`src/scdb_pkg.sv`:
```
// Shared constants, types and helper functions of the serial channel data buffers.
// Assumes a 32-bit AHB-Lite register port; addresses are byte addresses in a 4 KB window.
package scdb_pkg;

    localparam int DATA_W    = 16;
    localparam int ADDR_W    = 12;
    localparam int WLEN_W    = 4;
    localparam int TCI_W     = 5;
    localparam int TCI_LSB   = 2;
    localparam int HSIZE_W   = 3;

    typedef logic [DATA_W-1:0] scdb_word_t;
    typedef logic [ADDR_W-1:0] scdb_addr_t;

    // Register byte offsets
    localparam scdb_addr_t TX_ENTRY_FIRST   = 12'h000;
    localparam scdb_addr_t TX_ENTRY_LAST    = 12'h07c;
    localparam scdb_addr_t RX_BUFFER_A      = 12'h080;
    localparam scdb_addr_t RX_BUFFER_B      = 12'h084;
    localparam scdb_addr_t RX_STATUS_LOW    = 12'h088;
    localparam scdb_addr_t RX_STATUS_HIGH   = 12'h08c;
    localparam scdb_addr_t COMBINED_RX_VIEW = 12'h090;
    localparam scdb_addr_t FLAG_MODIFY      = 12'h094;
    localparam scdb_addr_t TX_CTRL_STATUS   = 12'h098;
    localparam scdb_addr_t PROTO_STATUS     = 12'h09c;

    // Receive status layout
    localparam int ST_WLEN_LSB   = 0;
    localparam int ST_SOF_BIT    = 6;
    localparam int ST_PAR_BIT    = 8;
    localparam int ST_PERR_BIT   = 9;
    localparam int ST_VALID_A    = 13;
    localparam int ST_VALID_B    = 14;
    localparam int ST_SELECT_BIT = 15;

    // Flag modification layout and codes
    localparam int FM_MODIFY_LSB = 0;
    localparam int FM_CLEAR_A    = 14;
    localparam int FM_CLEAR_B    = 15;
    localparam logic [1:0] MODIFY_SET   = 2'h1;
    localparam logic [1:0] MODIFY_CLEAR = 2'h2;

    // Transmit control status and protocol status layout
    localparam int TCS_VALID_BIT   = 0;
    localparam int TCS_TRIGGER_BIT = 1;
    localparam int TCS_TCI_LSB     = 8;
    localparam int PS_DONE_BIT     = 0;
    localparam int PS_ALT_BIT      = 1;

    localparam logic [HSIZE_W-1:0] HSIZE_BYTE = 3'h0;
    localparam logic [HSIZE_W-1:0] HSIZE_HALF = 3'h1;
    localparam logic [31:0]        WORD_ZERO  = 32'h0000_0000;
    localparam scdb_word_t         ONES_WORD  = 16'hffff;

    // Byte lanes touched by an AHB transfer
    function automatic logic [3:0] lane_mask(input logic [HSIZE_W-1:0] size,
                                             input logic [1:0] lo);
        logic [3:0] m;
        m = 4'hf;
        if (size == HSIZE_BYTE) begin
            m = 4'h1 << lo;
        end else if (size == HSIZE_HALF) begin
            m = lo[1] ? 4'hc : 4'h3;
        end
        return m;
    endfunction : lane_mask

    // Keeps the received bits, right-aligned; bits is count minus one
    function automatic scdb_word_t word_mask(input logic [WLEN_W-1:0] bits);
        return ONES_WORD >> (4'hf - bits);
    endfunction : word_mask

endpackage : scdb_pkg

```
`src/scdb_slot_if.sv`:
```
// Contents and status of one receive buffer, passed between the buffer and the register bank.
// Assumes both ends run on the same module clock.
`timescale 1ns/1ps
interface scdb_slot_if;
    import scdb_pkg::*;
    scdb_word_t              word;
    logic [WLEN_W-1:0]       bits;
    logic                    sof;
    logic                    par;
    logic                    perr;
    logic                    valid;
    logic                    clear;
    modport slot (output word, bits, sof, par, perr, valid, input clear);
    modport ctrl (input word, bits, sof, par, perr, valid, output clear);
endinterface : scdb_slot_if

```
`src/scdb_rx_slot.sv`:
```
// One receive buffer with its word length, frame start, argument, error and valid bit.
// Assumes load is a one-cycle pulse from the protocol engine's receive shift register.
`timescale 1ns/1ps
module scdb_rx_slot
    import scdb_pkg::*;
(
    input  wire logic                  clk,
    input  wire logic                  reset,
    input  wire logic                  load,
    input  wire scdb_pkg::scdb_word_t  loadData,
    input  wire logic [WLEN_W-1:0]     loadBits,
    input  wire logic                  loadSof,
    input  wire logic                  loadPar,
    input  wire logic                  loadExpect,
    scdb_slot_if.slot                  sl
);
    import scdb_pkg::*;

    scdb_word_t        word_q;
    logic [WLEN_W-1:0] bits_q;
    logic              sof_q;
    logic              par_q;
    logic              perr_q;
    logic              valid_q;

    always_ff @(posedge clk or posedge reset) begin
        if (reset) begin
            word_q <= '0;
            bits_q <= '0;
            sof_q  <= 1'b0;
            par_q  <= 1'b0;
            perr_q <= 1'b0;
        end else if (load) begin
            word_q <= loadData & word_mask(loadBits);
            bits_q <= loadBits;
            sof_q  <= loadSof;
            par_q  <= loadPar;
            perr_q <= loadPar != loadExpect;
        end
    end

    // A new word wins over a clear in the same cycle
    always_ff @(posedge clk or posedge reset) begin
        if (reset) begin
            valid_q <= 1'b0;
        end else if (load) begin
            valid_q <= 1'b1;
        end else if (sl.clear) begin
            valid_q <= 1'b0;
        end
    end

    assign sl.word  = word_q;
    assign sl.bits  = bits_q;
    assign sl.sof   = sof_q;
    assign sl.par   = par_q;
    assign sl.perr  = perr_q;
    assign sl.valid = valid_q;

    a_upper_bits_zero: assert property (@(posedge clk) disable iff (reset)
        load |=> (word_q & ~word_mask(bits_q)) == '0 && bits_q == $past(loadBits))
        else $error("unused upper receive bits not cleared");
    a_frame_start_copy: assert property (@(posedge clk) disable iff (reset)
        load |=> sof_q == $past(loadSof) && par_q == $past(loadPar))
        else $error("frame start or argument not captured");
    a_error_on_mismatch: assert property (@(posedge clk) disable iff (reset)
        load |=> perr_q == ($past(loadPar) != $past(loadExpect)))
        else $error("protocol error bit wrong");

endmodule : scdb_rx_slot

```
`src/scdb_buffers.sv`:
```
// Data buffer register bank of one serial channel: transmit buffer and two receive buffers.
// Assumes an AHB-Lite master on the register port and a protocol engine on the shift side.
//
// How it works
// Thirty-two write addresses share one transmit buffer
// Written address index becomes five-bit control info
// Any transmit address reads the transmit buffer
// Transmit buffer feeds the shift register
// Low-byte write sets transmit word valid
// Buffer A fills from shift register A
// Buffer B fills from shift register B
// Word length is bits minus one, upper cleared
// Status bit 6 marks frame start word
// Status bit 8 holds protocol argument
// Argument match sets normal receive flag
// Mismatch sets bit 9 and alternate flag
// Valid A set on store, cleared by view
// Valid B set on store, cleared by view
// High status keeps identical valid and selector copies
// Status bit 15 selects oldest buffer
// Reserved status bits read as zero
// Clear-valid-A write clears both its copies
// Modify code 10 clears valid, trigger; 01 sets
// Selector moves on after oldest word consumed
`timescale 1ns/1ps
module scdb_buffers
    import scdb_pkg::*;
(
    input  wire logic                       clk,
    input  wire logic                       reset,
    input  wire logic                       hsel,
    input  wire logic [31:0]                haddr,
    input  wire logic [1:0]                 htrans,
    input  wire logic                       hwrite,
    input  wire logic [scdb_pkg::HSIZE_W-1:0] hsize,
    input  wire logic [31:0]                hwdata,
    input  wire logic                       hready,
    output logic                            hreadyout,
    output logic [31:0]                     hrdata,
    output logic                            hresp,
    input  wire logic                       txTriggerEnable,
    input  wire logic                       txTriggerEvent,
    input  wire logic                       txLoad,
    output scdb_pkg::scdb_word_t            txData,
    output logic [scdb_pkg::TCI_W-1:0]      txControlInfo,
    output logic                            txWordValid,
    output logic                            txTriggerSeen,
    input  wire logic                       rxLoadA,
    input  wire logic                       rxLoadB,
    input  wire scdb_pkg::scdb_word_t       rxData,
    input  wire logic [scdb_pkg::WLEN_W-1:0] rxBits,
    input  wire logic                       rxFrameStart,
    input  wire logic                       rxArg,
    input  wire logic                       rxArgExpect,
    output logic                            rxDoneFlag,
    output logic                            altRxFlag
);
    import scdb_pkg::*;

    scdb_slot_if slotA ();
    scdb_slot_if slotB ();

    logic              dpActive_q;
    logic              dpWrite_q;
    scdb_addr_t        dpAddr_q;
    logic [3:0]        dpLanes_q;
    scdb_word_t        txBuffer_q;
    logic [TCI_W-1:0]  txCtrlInfo_q;
    logic              txValid_q;
    logic              txTrigger_q;
    logic              rxDone_q;
    logic              altRx_q;
    logic              select_q;
    logic              select_d;

    logic wrEn;
    logic rdEn;
    logic isTx;
    logic wrTx;
    logic wrModify;
    logic wrProto;
    logic popView;
    logic popA;
    logic popB;
    logic clearA;
    logic clearB;
    logic nextValidA;
    logic nextValidB;
    logic [1:0] modifyCode;

    // Status word of one buffer with the shared valid and selector copies
    function automatic scdb_word_t status_word(input logic [WLEN_W-1:0] bits,
                                               input logic sof, input logic par,
                                               input logic perr, input logic va,
                                               input logic vb, input logic sel);
        scdb_word_t s;
        s = '0;
        s[ST_WLEN_LSB +: WLEN_W] = bits;
        s[ST_SOF_BIT]    = sof;
        s[ST_PAR_BIT]    = par;
        s[ST_PERR_BIT]   = perr;
        s[ST_VALID_A]    = va;
        s[ST_VALID_B]    = vb;
        s[ST_SELECT_BIT] = sel;
        return s;
    endfunction : status_word

    // Bus address phase capture; the slave never inserts wait states
    always_ff @(posedge clk or posedge reset) begin
        if (reset) begin
            dpActive_q <= 1'b0;
            dpWrite_q  <= 1'b0;
            dpAddr_q   <= '0;
            dpLanes_q  <= '0;
        end else if (hready) begin
            dpActive_q <= hsel && htrans[1];
            dpWrite_q  <= hwrite;
            dpAddr_q   <= haddr[ADDR_W-1:0];
            dpLanes_q  <= lane_mask(hsize, haddr[1:0]);
        end
    end

    assign hreadyout  = 1'b1;
    assign hresp      = 1'b0;
    assign wrEn       = dpActive_q && dpWrite_q;
    assign rdEn       = dpActive_q && !dpWrite_q;
    assign isTx       = dpAddr_q <= TX_ENTRY_LAST;
    assign wrTx       = wrEn && isTx;
    assign wrModify   = wrEn && dpAddr_q == FLAG_MODIFY;
    assign wrProto    = wrEn && dpAddr_q == PROTO_STATUS;
    assign popView    = rdEn && dpAddr_q == COMBINED_RX_VIEW;
    assign popA       = popView && !select_q;
    assign popB       = popView && select_q;
    assign modifyCode = dpLanes_q[0] ? hwdata[FM_MODIFY_LSB +: 2] : 2'h0;
    assign clearA     = popA || (wrModify && dpLanes_q[1] && hwdata[FM_CLEAR_A]);
    assign clearB     = popB || (wrModify && dpLanes_q[1] && hwdata[FM_CLEAR_B]);
    assign slotA.clear = clearA;
    assign slotB.clear = clearB;

    // Transmit buffer, shared by all entry addresses
    always_ff @(posedge clk or posedge reset) begin
        if (reset) begin
            txBuffer_q   <= '0;
            txCtrlInfo_q <= '0;
        end else if (wrTx) begin
            if (dpLanes_q[0]) begin
                txBuffer_q[7:0] <= hwdata[7:0];
            end
            if (dpLanes_q[1]) begin
                txBuffer_q[15:8] <= hwdata[15:8];
            end
            txCtrlInfo_q <= dpAddr_q[TCI_LSB +: TCI_W];
        end
    end

    // Valid flag: software sets win over the engine's take-over
    always_ff @(posedge clk or posedge reset) begin
        if (reset) begin
            txValid_q <= 1'b0;
        end else if ((wrTx && dpLanes_q[0]) || (wrModify && modifyCode == MODIFY_SET)) begin
            txValid_q <= 1'b1;
        end else if (txLoad || (wrModify && modifyCode == MODIFY_CLEAR)) begin
            txValid_q <= 1'b0;
        end
    end

    // Trigger seen: permanently set while the trigger mechanism is off
    always_ff @(posedge clk or posedge reset) begin
        if (reset) begin
            txTrigger_q <= 1'b0;
        end else if (!txTriggerEnable || (txTriggerEvent && txValid_q)) begin
            txTrigger_q <= 1'b1;
        end else if (txLoad || (wrModify && modifyCode == MODIFY_CLEAR)) begin
            txTrigger_q <= 1'b0;
        end
    end

    assign txData        = txBuffer_q;
    assign txControlInfo = txCtrlInfo_q;
    assign txWordValid   = txValid_q;
    assign txTriggerSeen = txTrigger_q;

    scdb_rx_slot u_slot_a (
        .clk        (clk),
        .reset      (reset),
        .load       (rxLoadA),
        .loadData   (rxData),
        .loadBits   (rxBits),
        .loadSof    (rxFrameStart),
        .loadPar    (rxArg),
        .loadExpect (rxArgExpect),
        .sl         (slotA)
    );

    scdb_rx_slot u_slot_b (
        .clk        (clk),
        .reset      (reset),
        .load       (rxLoadB),
        .loadData   (rxData),
        .loadBits   (rxBits),
        .loadSof    (rxFrameStart),
        .loadPar    (rxArg),
        .loadExpect (rxArgExpect),
        .sl         (slotB)
    );

    // Oldest-buffer selector follows the valid bits as they will be next cycle
    assign nextValidA = (slotA.valid && !clearA) || rxLoadA;
    assign nextValidB = (slotB.valid && !clearB) || rxLoadB;

    always_comb begin
        select_d = select_q;
        if (select_q ? (nextValidA && (!nextValidB || clearB))
                     : (nextValidB && (!nextValidA || clearA))) begin
            select_d = !select_q;
        end
    end

    always_ff @(posedge clk or posedge reset) begin
        if (reset) begin
            select_q <= 1'b0;
        end else begin
            select_q <= select_d;
        end
    end

    // Receive event flags; a new word wins over a software clear
    always_ff @(posedge clk or posedge reset) begin
        if (reset) begin
            rxDone_q <= 1'b0;
        end else if ((rxLoadA || rxLoadB) && rxArg == rxArgExpect) begin
            rxDone_q <= 1'b1;
        end else if (wrProto && dpLanes_q[0] && hwdata[PS_DONE_BIT]) begin
            rxDone_q <= 1'b0;
        end
    end

    always_ff @(posedge clk or posedge reset) begin
        if (reset) begin
            altRx_q <= 1'b0;
        end else if ((rxLoadA || rxLoadB) && rxArg != rxArgExpect) begin
            altRx_q <= 1'b1;
        end else if (wrProto && dpLanes_q[0] && hwdata[PS_ALT_BIT]) begin
            altRx_q <= 1'b0;
        end
    end

    assign rxDoneFlag = rxDone_q;
    assign altRxFlag  = altRx_q;

    // Read data during the data phase, from register state only
    always_comb begin
        hrdata = WORD_ZERO;
        if (rdEn) begin
            if (isTx) begin
                hrdata[DATA_W-1:0] = txBuffer_q;
            end else begin
                unique case (dpAddr_q)
                    RX_BUFFER_A: hrdata[DATA_W-1:0] = slotA.word;
                    RX_BUFFER_B: hrdata[DATA_W-1:0] = slotB.word;
                    RX_STATUS_LOW: hrdata[DATA_W-1:0] = status_word(slotA.bits, slotA.sof,
                        slotA.par, slotA.perr, slotA.valid, slotB.valid, select_q);
                    RX_STATUS_HIGH: hrdata[DATA_W-1:0] = status_word(slotB.bits, slotB.sof,
                        slotB.par, slotB.perr, slotA.valid, slotB.valid, select_q);
                    COMBINED_RX_VIEW: hrdata[DATA_W-1:0] = select_q ? slotB.word : slotA.word;
                    TX_CTRL_STATUS: begin
                        hrdata[TCS_VALID_BIT]             = txValid_q;
                        hrdata[TCS_TRIGGER_BIT]           = txTrigger_q;
                        hrdata[TCS_TCI_LSB +: TCI_W]      = txCtrlInfo_q;
                    end
                    PROTO_STATUS: begin
                        hrdata[PS_DONE_BIT] = rxDone_q;
                        hrdata[PS_ALT_BIT]  = altRx_q;
                    end
                    default: hrdata = WORD_ZERO;
                endcase
            end
        end
    end

    a_tx_shared_load: assert property (@(posedge clk) disable iff (reset)
        wrTx && dpLanes_q[1:0] == 2'h3 |=> txData == $past(hwdata[DATA_W-1:0]))
        else $error("transmit buffer not loaded from entry write");
    a_tci_from_index: assert property (@(posedge clk) disable iff (reset)
        wrTx |=> txControlInfo == $past(dpAddr_q[TCI_LSB +: TCI_W]))
        else $error("control info does not match entry index");
    a_tx_read_back: assert property (@(posedge clk) disable iff (reset)
        rdEn && isTx |-> hrdata[DATA_W-1:0] == txData && hrdata[31:DATA_W] == '0)
        else $error("transmit entry read does not show buffer");
    a_low_byte_valid: assert property (@(posedge clk) disable iff (reset)
        wrTx && dpLanes_q[0] |=> txWordValid)
        else $error("low byte write did not set valid");
    a_direct_read_keeps: assert property (@(posedge clk) disable iff (reset)
        rdEn && dpAddr_q == RX_BUFFER_A && !rxLoadA && !clearA
        |=> slotA.valid == $past(slotA.valid))
        else $error("direct read changed valid");
    a_done_flag_set: assert property (@(posedge clk) disable iff (reset)
        (rxLoadA || rxLoadB) && rxArg == rxArgExpect |=> rxDoneFlag)
        else $error("receive flag not set on matching argument");
    a_alt_flag_set: assert property (@(posedge clk) disable iff (reset)
        (rxLoadA || rxLoadB) && rxArg != rxArgExpect |=> altRxFlag)
        else $error("alternative flag not set on mismatch");
    a_view_pop_clears: assert property (@(posedge clk) disable iff (reset)
        popA && !rxLoadA |=> !slotA.valid)
        else $error("combined view read left buffer A valid");
    a_oldest_selected: assert property (@(posedge clk) disable iff (reset)
        slotA.valid != slotB.valid |-> select_q == slotB.valid)
        else $error("selector does not point at the only valid buffer");
    a_modify_clear_a: assert property (@(posedge clk) disable iff (reset)
        wrModify && dpLanes_q[1] && hwdata[FM_CLEAR_A] && !rxLoadA |=> !slotA.valid)
        else $error("clear valid write did not clear buffer A");
    a_modify_tx_clear: assert property (@(posedge clk) disable iff (reset)
        wrModify && modifyCode == MODIFY_CLEAR && txTriggerEnable && !txTriggerEvent
        |=> !txWordValid && !txTriggerSeen)
        else $error("modify code did not clear valid and trigger");
    a_select_moves_on: assert property (@(posedge clk) disable iff (reset)
        popA && slotB.valid && !clearB |=> select_q ##1 select_q || !slotB.valid)
        else $error("selector did not move to other buffer");
    a_pop_clears_b: assert property (@(posedge clk) disable iff (reset)
        popB && !rxLoadB |=> !slotB.valid)
        else $error("buffer B still valid after pop");
    a_status_reserved: assert property (@(posedge clk) disable iff (reset)
        rdEn && (dpAddr_q == RX_STATUS_LOW || dpAddr_q == RX_STATUS_HIGH)
        |-> (hrdata & 32'hffff_1cb0) == WORD_ZERO)
        else $error("reserved status bits not zero");
    a_modify_tx_set: assert property (@(posedge clk) disable iff (reset)
        wrModify && modifyCode == MODIFY_SET |=> txWordValid)
        else $error("modify code did not set valid");
    a_take_clears: assert property (@(posedge clk) disable iff (reset)
        txLoad && !wrTx && !wrModify |=> !txWordValid)
        else $error("taken word still valid");

    c_both_buffers_full: cover property (@(posedge clk) disable iff (reset)
        slotA.valid && slotB.valid);
    c_pop_then_flip: cover property (@(posedge clk) disable iff (reset)
        popA && slotB.valid ##1 select_q);
    c_write_then_take: cover property (@(posedge clk) disable iff (reset)
        wrTx ##[1:20] txLoad);
    c_alt_and_done: cover property (@(posedge clk) disable iff (reset)
        rxDoneFlag && altRxFlag);
    c_pop_b_back_to_a: cover property (@(posedge clk) disable iff (reset)
        popB && slotA.valid ##1 !select_q);

endmodule : scdb_buffers

```
`config.mk`:
```
export PLATFORM = sky130hd
export DESIGN_NAME = scdb_buffers
export DESIGN_NICKNAME = d
export VERILOG_FILES = /design/src/scdb_pkg.sv /design/src/scdb_slot_if.sv /design/src/scdb_rx_slot.sv /design/src/scdb_buffers.sv
export SDC_FILE = /design/constraint.sdc
export NUM_CORES = 1
export LEC_CHECK = 0
export BUFFER_PORTS_ARGS = -buffer_cell sky130_fd_sc_hd__buf_2
export CAP_MARGIN = 0
export CELL_PAD_IN_SITES_DETAIL_PLACEMENT = 2
export CELL_PAD_IN_SITES_GLOBAL_PLACEMENT = 2
export CORE_UTILIZATION = 33
export DETAILED_ROUTE_END_ITERATION = 10
export GPL_TIMING_DRIVEN = 0
export HOLD_SLACK_MARGIN = 0.15
export PLACE_DENSITY_LB_ADDON = 0.1
export SLEW_MARGIN = 20
export SYNTH_ARGS = -nofsm -noshare
export SYNTH_HDL_FRONTEND = slang
export SYNTH_SLANG_ARGS = --single-unit
```
`constraint.sdc`:
```
create_clock -name clk -period 6.96 [get_ports clk]
set_input_delay 1.044 -clock clk [delete_from_list [all_inputs] [get_ports clk]]
set_output_delay 1.044 -clock clk [all_outputs]
set_load 0.05 [all_outputs]
```
==> results of run 1 <==
metal layers:
| metal | up-vias | wire, µm | share of wire, % |
|---|---|---|---|
| met3 | 16 | 516 | 3.6 |
| met4 | 0 | 244 | 1.7 |
| met5 | - | 0 | 0 |
| li1 | 1677 | - | - |
| met1 | 1883 | 6010 | 42 |
| met2 | 90 | 7420 | 52 |
stage by stage:
step,instance area (µm²),instances,util (%)
3_5_place_dp,5340,694,40.1
4_1_cts,5660,710,42.5
3_3_place_gp,5300,693,39.9
6_report,5660,710,42.5
5_1_grt,5660,710,42.5
2_1_floorplan,4570,415,-
power by group:
part | total [µW] | leakage (µW) | internal, µW | switching [µW]
registers | 610 | 0.00111 | 572 | 37.9
logic | 255 | 0.00137 | 90.8 | 165
clock network | 527 | 0.000156 | 323 | 204
layout make-up:
class / instances / area (µm²) / area share, %
Inverter: 9 / 38.8 / 0.686
Buffer: 43 / 251 / 4.45
Clock buffer: 11 / 243 / 4.29
Clock inverter: 5 / 77.6 / 1.37
Sequential cell: 90 / 2250 / 39.8
Timing Repair Buffer: 103 / 538 / 9.51
Tap cell: 176 / 220 / 3.89
Multi-Input combinational cell: 273 / 2030 / 36.0
logic make-up after synthesis:
family / count (synthesis)
and+or+nand+nor: 92
DFF: 90
muxes: 83
AOI/OAI and AO/OA: 79
buffers and inverters: 52
other: 2
xor gates and xnor gates: 1
cells in the final DEF (no fill, tap or decap), drive strengths merged, types with 2 or more instances in the layout:
master  Yosys  final
buf        28    131
or4         2      2
a222oi      8      8
nor2b       6      6
o21ai      20     20
a211oi      2      2
nor2       17     17
o22ai       2      2
and3        5      5
conb        2     18
o31ai       3      3
nand4       3      3
a31oi       5      5
nand3       9      9
bufinv      0      2
nor3        6      6
clkbuf     15     26
mux2       80     80
a221oi      3      3
mux2i       3      3
o21a        4      4
or3         3      3
nor4        4      4
nand2      28     28
dfrtp      90     90
a22oi       6      6
nor3b       2      2
clkinv      0      2
inv         9      9
a21oi      18     18
and2        3      3
how the worst max path moves through the flow:
stage / cells after the start / to / start
after floorplan: 7 / hrdata[15] / dpAddr_q[3]$_DFFE_PP0P_
after global placement: 2 / txData[4]$_DFFE_PP0P_ / reset
after detailed placement: 6 / hrdata[9] / dpAddr_q[11]$_DFFE_PP0P_
after CTS: 6 / hrdata[9] / dpAddr_q[11]$_DFFE_PP0P_
after global routing: 6 / hrdata[15] / dpAddr_q[11]$_DFFE_PP0P_
final: 6 / hrdata[15] / dpAddr_q[11]$_DFFE_PP0P_
registers in the layout, summed over array words and instances, names as in the netlist, 2 cells and up:
| signal | cells |
|---|---|
| txControlInfo | 5 |
| u_slot_b.sl.bits | 4 |
| dpAddr_q | 12 |
| txData | 16 |
| u_slot_a.sl.bits | 4 |
| u_slot_a.sl.word | 16 |
| u_slot_b.sl.word | 16 |
| dpLanes_q | 2 |
==> impl_metrics.env, run 1 <==
export IMPL_cts_buffers=9
export IMPL_antenna_left=0
export IMPL_syn_inst=399
export IMPL_synthTopCellsByCount="dfrtp_1, mux2_2, nand2_1, buf_4"
export IMPL_reg2reg_from="dpAddr_q[11]$_DFFE_PP0P_"
export IMPL_grt_util_met3_pct=3.40
export IMPL_die_area_mm2=0.0141
export IMPL_postCtsHoldBufs=0
export IMPL_drc=0
export IMPL_critical_path_top_delay_family="simple AND/OR/NAND/NOR gates"
export IMPL_place_gp_congestion=0.757
export IMPL_yosys_warnings=0
export IMPL_pwr_density_cell_mw_per_mm2=246
export IMPL_slowest_delay_ns=0.70
export IMPL_grt_pass1_vias=3932
export IMPL_grt_ovfl_total=0
export IMPL_rsz0062_at_grt="no"
export IMPL_grt_start_max_net_pins=59
export IMPL_p_leak_uw=0.00264
export IMPL_r2r_end="txData[7]$_DFFE_PP0P_"
export IMPL_avgSynthCellArea_um2=11.3
export IMPL_ir_drop_mv=0.121
export IMPL_wl_um=14200
export IMPL_fin_crit_sh_pct=60.1
export IMPL_drt_iter0_drc=137
export IMPL_pin_count=161
export IMPL_worst_path_buf_inv=1
export IMPL_firstDrtPassIters=4
export IMPL_clk_insertion_delay_late_ns=0.35
export IMPL_cp_start_kind="flip-flop"
export IMPL_grtUsageMet2_pct=38.0
export IMPL_maxSlewViolCount=0
export IMPL_holdWs_ns=0.503
export IMPL_busiest_layer="met2"
export IMPL_cts_sinks=90
export IMPL_antenna_cells=0
export IMPL_cts_tree="done"
export IMPL_port_buffer_count=102
export IMPL_crit_type="flip-flop to primary output"
export IMPL_ys_top_cells_by_area="dfrtp_1, mux2_2, buf_4, nand2_1, a21oi_1"
export IMPL_dp_hpwl_um=10600
export IMPL_cap_violations=0
export IMPL_fin_nets=631
export IMPL_reg2reg_depth=5
export IMPL_clockBufferDepth=2
export IMPL_cts_clk_slew_worst_paths_ns=0.06
export IMPL_power_uw=1390
export IMPL_fin_skew_ns=0.00735
export IMPL_seq_area_frac_synth_pct=49.9
export IMPL_ys_ff_latch=90
export IMPL_cts_resized=0
export IMPL_initial_core_util_pct=33.9
export IMPL_setup_viol=0
export IMPL_die_h_um=119
export IMPL_synthArstFlopShare_pct=100
export IMPL_cp_arrival_ns=3.14
export IMPL_met1_usage_pct=25.2
export IMPL_drive_gt1_share_pct=43.4
export IMPL_synth_adder_area_share_pct=0
export IMPL_timing_hold_violations_final=0
export IMPL_antenna_found_initial=0
export IMPL_crit_chain="nor4_1 > nand4_1 > nor2_1 > a222oi_1 > o21ai_0 > buf_2"
export IMPL_wl_per_cell_um=20.0
export IMPL_crit_path_max_fanout=8
export IMPL_synth_edf_count=0
export IMPL_htreeDepth=3
export IMPL_root_buffer="clkbuf_16"
export IMPL_worst_slew_pin_slew_ns=0.904
export IMPL_status="finished clean"
export IMPL_hp_class="flip-flop to flip-flop"
export IMPL_grt_pass1_wl_um=22100
export IMPL_yosysTopAreaCellShare_pct=49.9
export IMPL_fp_dieW_um=119
export IMPL_synth_compound_area_share_pct=11.7
export IMPL_worstHoldEndpoint="u_slot_b.sl.par$_DFFE_PP0P_"
export IMPL_endpoint_kind="primary output"
export IMPL_coreArea_mm2=0.0133
export IMPL_synth_top_family_by_area="multiplexers"
export IMPL_fillers=1432
export IMPL_areaGrowthSynthToFinish_pct=25.3
export IMPL_relSlewSlack_pct=39.3
export IMPL_hold_depth=1
export IMPL_yosys_area_share_simple_pct=11.0
export IMPL_cp_data_required_time_ns=5.92
export IMPL_max_freq_mhz=239
export IMPL_synth_cell_type_count=50
export IMPL_synth_most_common_cell="dfrtp_1"
export IMPL_via_per_inst=5.16
export IMPL_finalSetupTns_ns=0
export IMPL_vias=3666
export IMPL_pre_cts_ws_ns=3.18
export IMPL_setup_ws_ns=2.78
export IMPL_layout_min_cycle_time_ns=4.18
export IMPL_synthFlopType="dfrtp_1"
export IMPL_grt_use_total_pct=21.1
export IMPL_yosys_area_top_type="dfrtp_1"
export IMPL_num_rows=42
export IMPL_synthMuxAreaShare_pct=20.6
export IMPL_synthesis_area_mm2=0.00451
export IMPL_hold_path_startpoint="u_slot_b.sl.par$_DFFE_PP0P_"
export IMPL_cts_setup_buffers=0
export IMPL_reg2reg_slack_ns=4.58
export IMPL_cp_slowest_cell="nor2_1"
export IMPL_synth_xor_area_share_pct=0.194
(Power assumes the default switching activity.)
==> run 2: changes to the inputs <==
--- a/config.mk
+++ b/config.mk
@@ -9,7 +9,7 @@
 export CAP_MARGIN = 0
 export CELL_PAD_IN_SITES_DETAIL_PLACEMENT = 2
 export CELL_PAD_IN_SITES_GLOBAL_PLACEMENT = 2
-export CORE_UTILIZATION = 33
+export CORE_UTILIZATION = 31
 export DETAILED_ROUTE_END_ITERATION = 10
 export GPL_TIMING_DRIVEN = 0
 export HOLD_SLACK_MARGIN = 0.15
==> constraint.sdc (replaced) <==
create_clock -name clk -period 4.29 [get_ports clk]
set_input_delay 0.6435 -clock clk [delete_from_list [all_inputs] [get_ports clk]]
set_output_delay 0.6435 -clock clk [all_outputs]
set_load 0.05 [all_outputs]
==> run 2 against run 1 <==
Worst setup slack lost 2.5 ns. Via count shrank 1.0%. Final cell count grew 0.42%. Hold slack lost 0.23 ns. Sequential cell count is the same. Clock power grew 41%. Wire length grew 0.15%. Non-clock buffer count is the same. Die area grew 6.3%. Global-route usage shrank 0.88 points. First-iteration DRC count grew 11%. Design area shrank 0.66%. Largest cell class unchanged.
==> impl_metrics.env, run 2 (synthesized netlist as in run 1, its figures left out) <==
export IMPL_cts_sinks=90
export IMPL_fp_dieW_um=123
export IMPL_grt_pass1_vias=3863
export IMPL_root_buffer="clkbuf_16"
export IMPL_cp_start_kind="flip-flop"
export IMPL_drc=0
export IMPL_port_buffer_count=102
export IMPL_areaGrowthSynthToFinish_pct=24.5
export IMPL_cp_arrival_ns=3.36
export IMPL_via_per_inst=5.09
export IMPL_antenna_left=0
export IMPL_initial_core_util_pct=32.1
export IMPL_endpoint_kind="primary output"
export IMPL_hp_class="input port to asynchronous set/reset pin"
export IMPL_timing_hold_violations_final=0
export IMPL_fin_nets=631
export IMPL_cts_setup_buffers=0
export IMPL_layout_min_cycle_time_ns=4.00
export IMPL_power_uw=2150
export IMPL_fin_skew_ns=0.00505
export IMPL_vias=3628
export IMPL_pin_count=161
export IMPL_finalSetupTns_ns=0
export IMPL_cts_buffers=9
export IMPL_grt_pass1_wl_um=22000
export IMPL_die_area_mm2=0.0150
export IMPL_worst_slew_pin_slew_ns=0.738
export IMPL_grt_use_total_pct=20.2
export IMPL_status="finished clean"
export IMPL_num_rows=43
export IMPL_pwr_density_cell_mw_per_mm2=382
export IMPL_crit_type="flip-flop to primary output"
export IMPL_cap_violations=0
export IMPL_drive_gt1_share_pct=43.3
export IMPL_coreArea_mm2=0.0140
export IMPL_rsz0062_at_grt="no"
export IMPL_antenna_cells=0
export IMPL_antenna_found_initial=0
export IMPL_cp_data_required_time_ns=3.65
export IMPL_dp_hpwl_um=10700
export IMPL_grt_start_max_net_pins=59
export IMPL_crit_path_max_fanout=8
export IMPL_postCtsHoldBufs=0
export IMPL_cts_clk_slew_worst_paths_ns=0.06
export IMPL_cts_tree="done"
export IMPL_setup_viol=0
export IMPL_grt_ovfl_total=0
export IMPL_firstDrtPassIters=5
export IMPL_max_freq_mhz=250
export IMPL_die_h_um=123
export IMPL_place_gp_congestion=0.748
export IMPL_wl_um=14200
export IMPL_grtUsageMet2_pct=33.6
export IMPL_maxSlewViolCount=0
export IMPL_relSlewSlack_pct=50.6
export IMPL_fin_crit_sh_pct=93.3
export IMPL_holdWs_ns=0.269
export IMPL_drt_iter0_drc=152
export IMPL_wl_per_cell_um=19.9
export IMPL_met1_usage_pct=26.1
export IMPL_ir_drop_mv=0.174
export IMPL_final_common_cell="buf_2"
export IMPL_mostFrequentLayoutCells="buf_2, dfrtp_1, mux2_2, nand2_1, buf_4"
export IMPL_busiest_layer="met2"
export IMPL_grt_util_met3_pct=3.39
export IMPL_p_leak_uw=0.00262
export IMPL_htreeDepth=3
export IMPL_clockBufferDepth=2
export IMPL_clk_insertion_delay_late_ns=0.35
==> run 2: cell count changes in the layout (fill, tap and decap cells not counted), sizes merged <==
cell    before  now
bufinv       2    0
clkbuf      26   28
clkinv       2    1
==> run 2: critical path: stages, from the launching register on <==
cell and delay (ns):
dfrtp_1 0.40, nor4_1 0.50, nand4_1 0.50, nor2_1 0.73, a222oi_1 0.29, o21ai_0 0.27
buf_2 0.31
==> run 2: what timing repair did <==
item | 4_1_cts | 5_1_grt
hold endpoints to repair | 0 | 0
resized for setup | 0 | 1
endpoints found under the setup margin | 0 | 4
==> run 2: final cells by class <==
cell class	count	area, µm²
timing repair buffer	103	538
sequential	90	2250
clock inverter	2	12.5
tap	180	225
buffer	43	251
inverter	9	38.8
multi-input combinational	273	2040
fill	1518	8420
clock buffer	13	260
==> run 2: power by group <==
group	switching (µW)	internal [µW]	total, µW	leakage [µW]
registers	60.8	929	990	0.00111
logic	265	147	413	0.00137
clock network	323	421	744	0.000132
==> run 2: metal layers <==
| metal | part of all wire, % | vias up |
|---|---|---|
| met1 | 44 | 1811 |
| met5 | 0 | - |
| li1 | - | 1683 |
| met3 | 4.8 | 22 |
| met2 | 49 | 112 |
| met4 | 1.9 | 0 |
==> run 2: final timing paths <==
kind	from	to	slack (ns)	cells after the start
setup / recovery	dpAddr_q[11]$_DFFE_PP0P_	hrdata[15]	0.29	6
hold / removal	reset	dpAddr_q[5]$_DFFE_PP0P_	0.27	2
max in group asynchronous	reset	txData[7]$_DFFE_PP0P_	3.42	3
hold reg to reg	dpLanes_q[0]$_DFFE_PP0P_	dpLanes_q[0]$_DFFE_PP0P_	0.50	2
min in group clk	txTriggerEnable	txTriggerSeen$_DFFE_PP0P_	0.47	2
setup reg to reg	dpAddr_q[11]$_DFFE_PP0P_	txData[5]$_DFFE_PP0P_	1.88	5
==> run 2: metrics by stage <==
step	area (µm²)	util, %	std cells	setup WS (ns)
6_report	5620	40.0	713	0.286
5_1_grt	5620	40.0	713	0.0657
4_1_cts	5610	40.0	713	0.110
3_5_place_dp	5340	38.0	698	0.623
3_3_place_gp	5310	37.8	697	0.0674
2_1_floorplan	4570	-	415	1.04
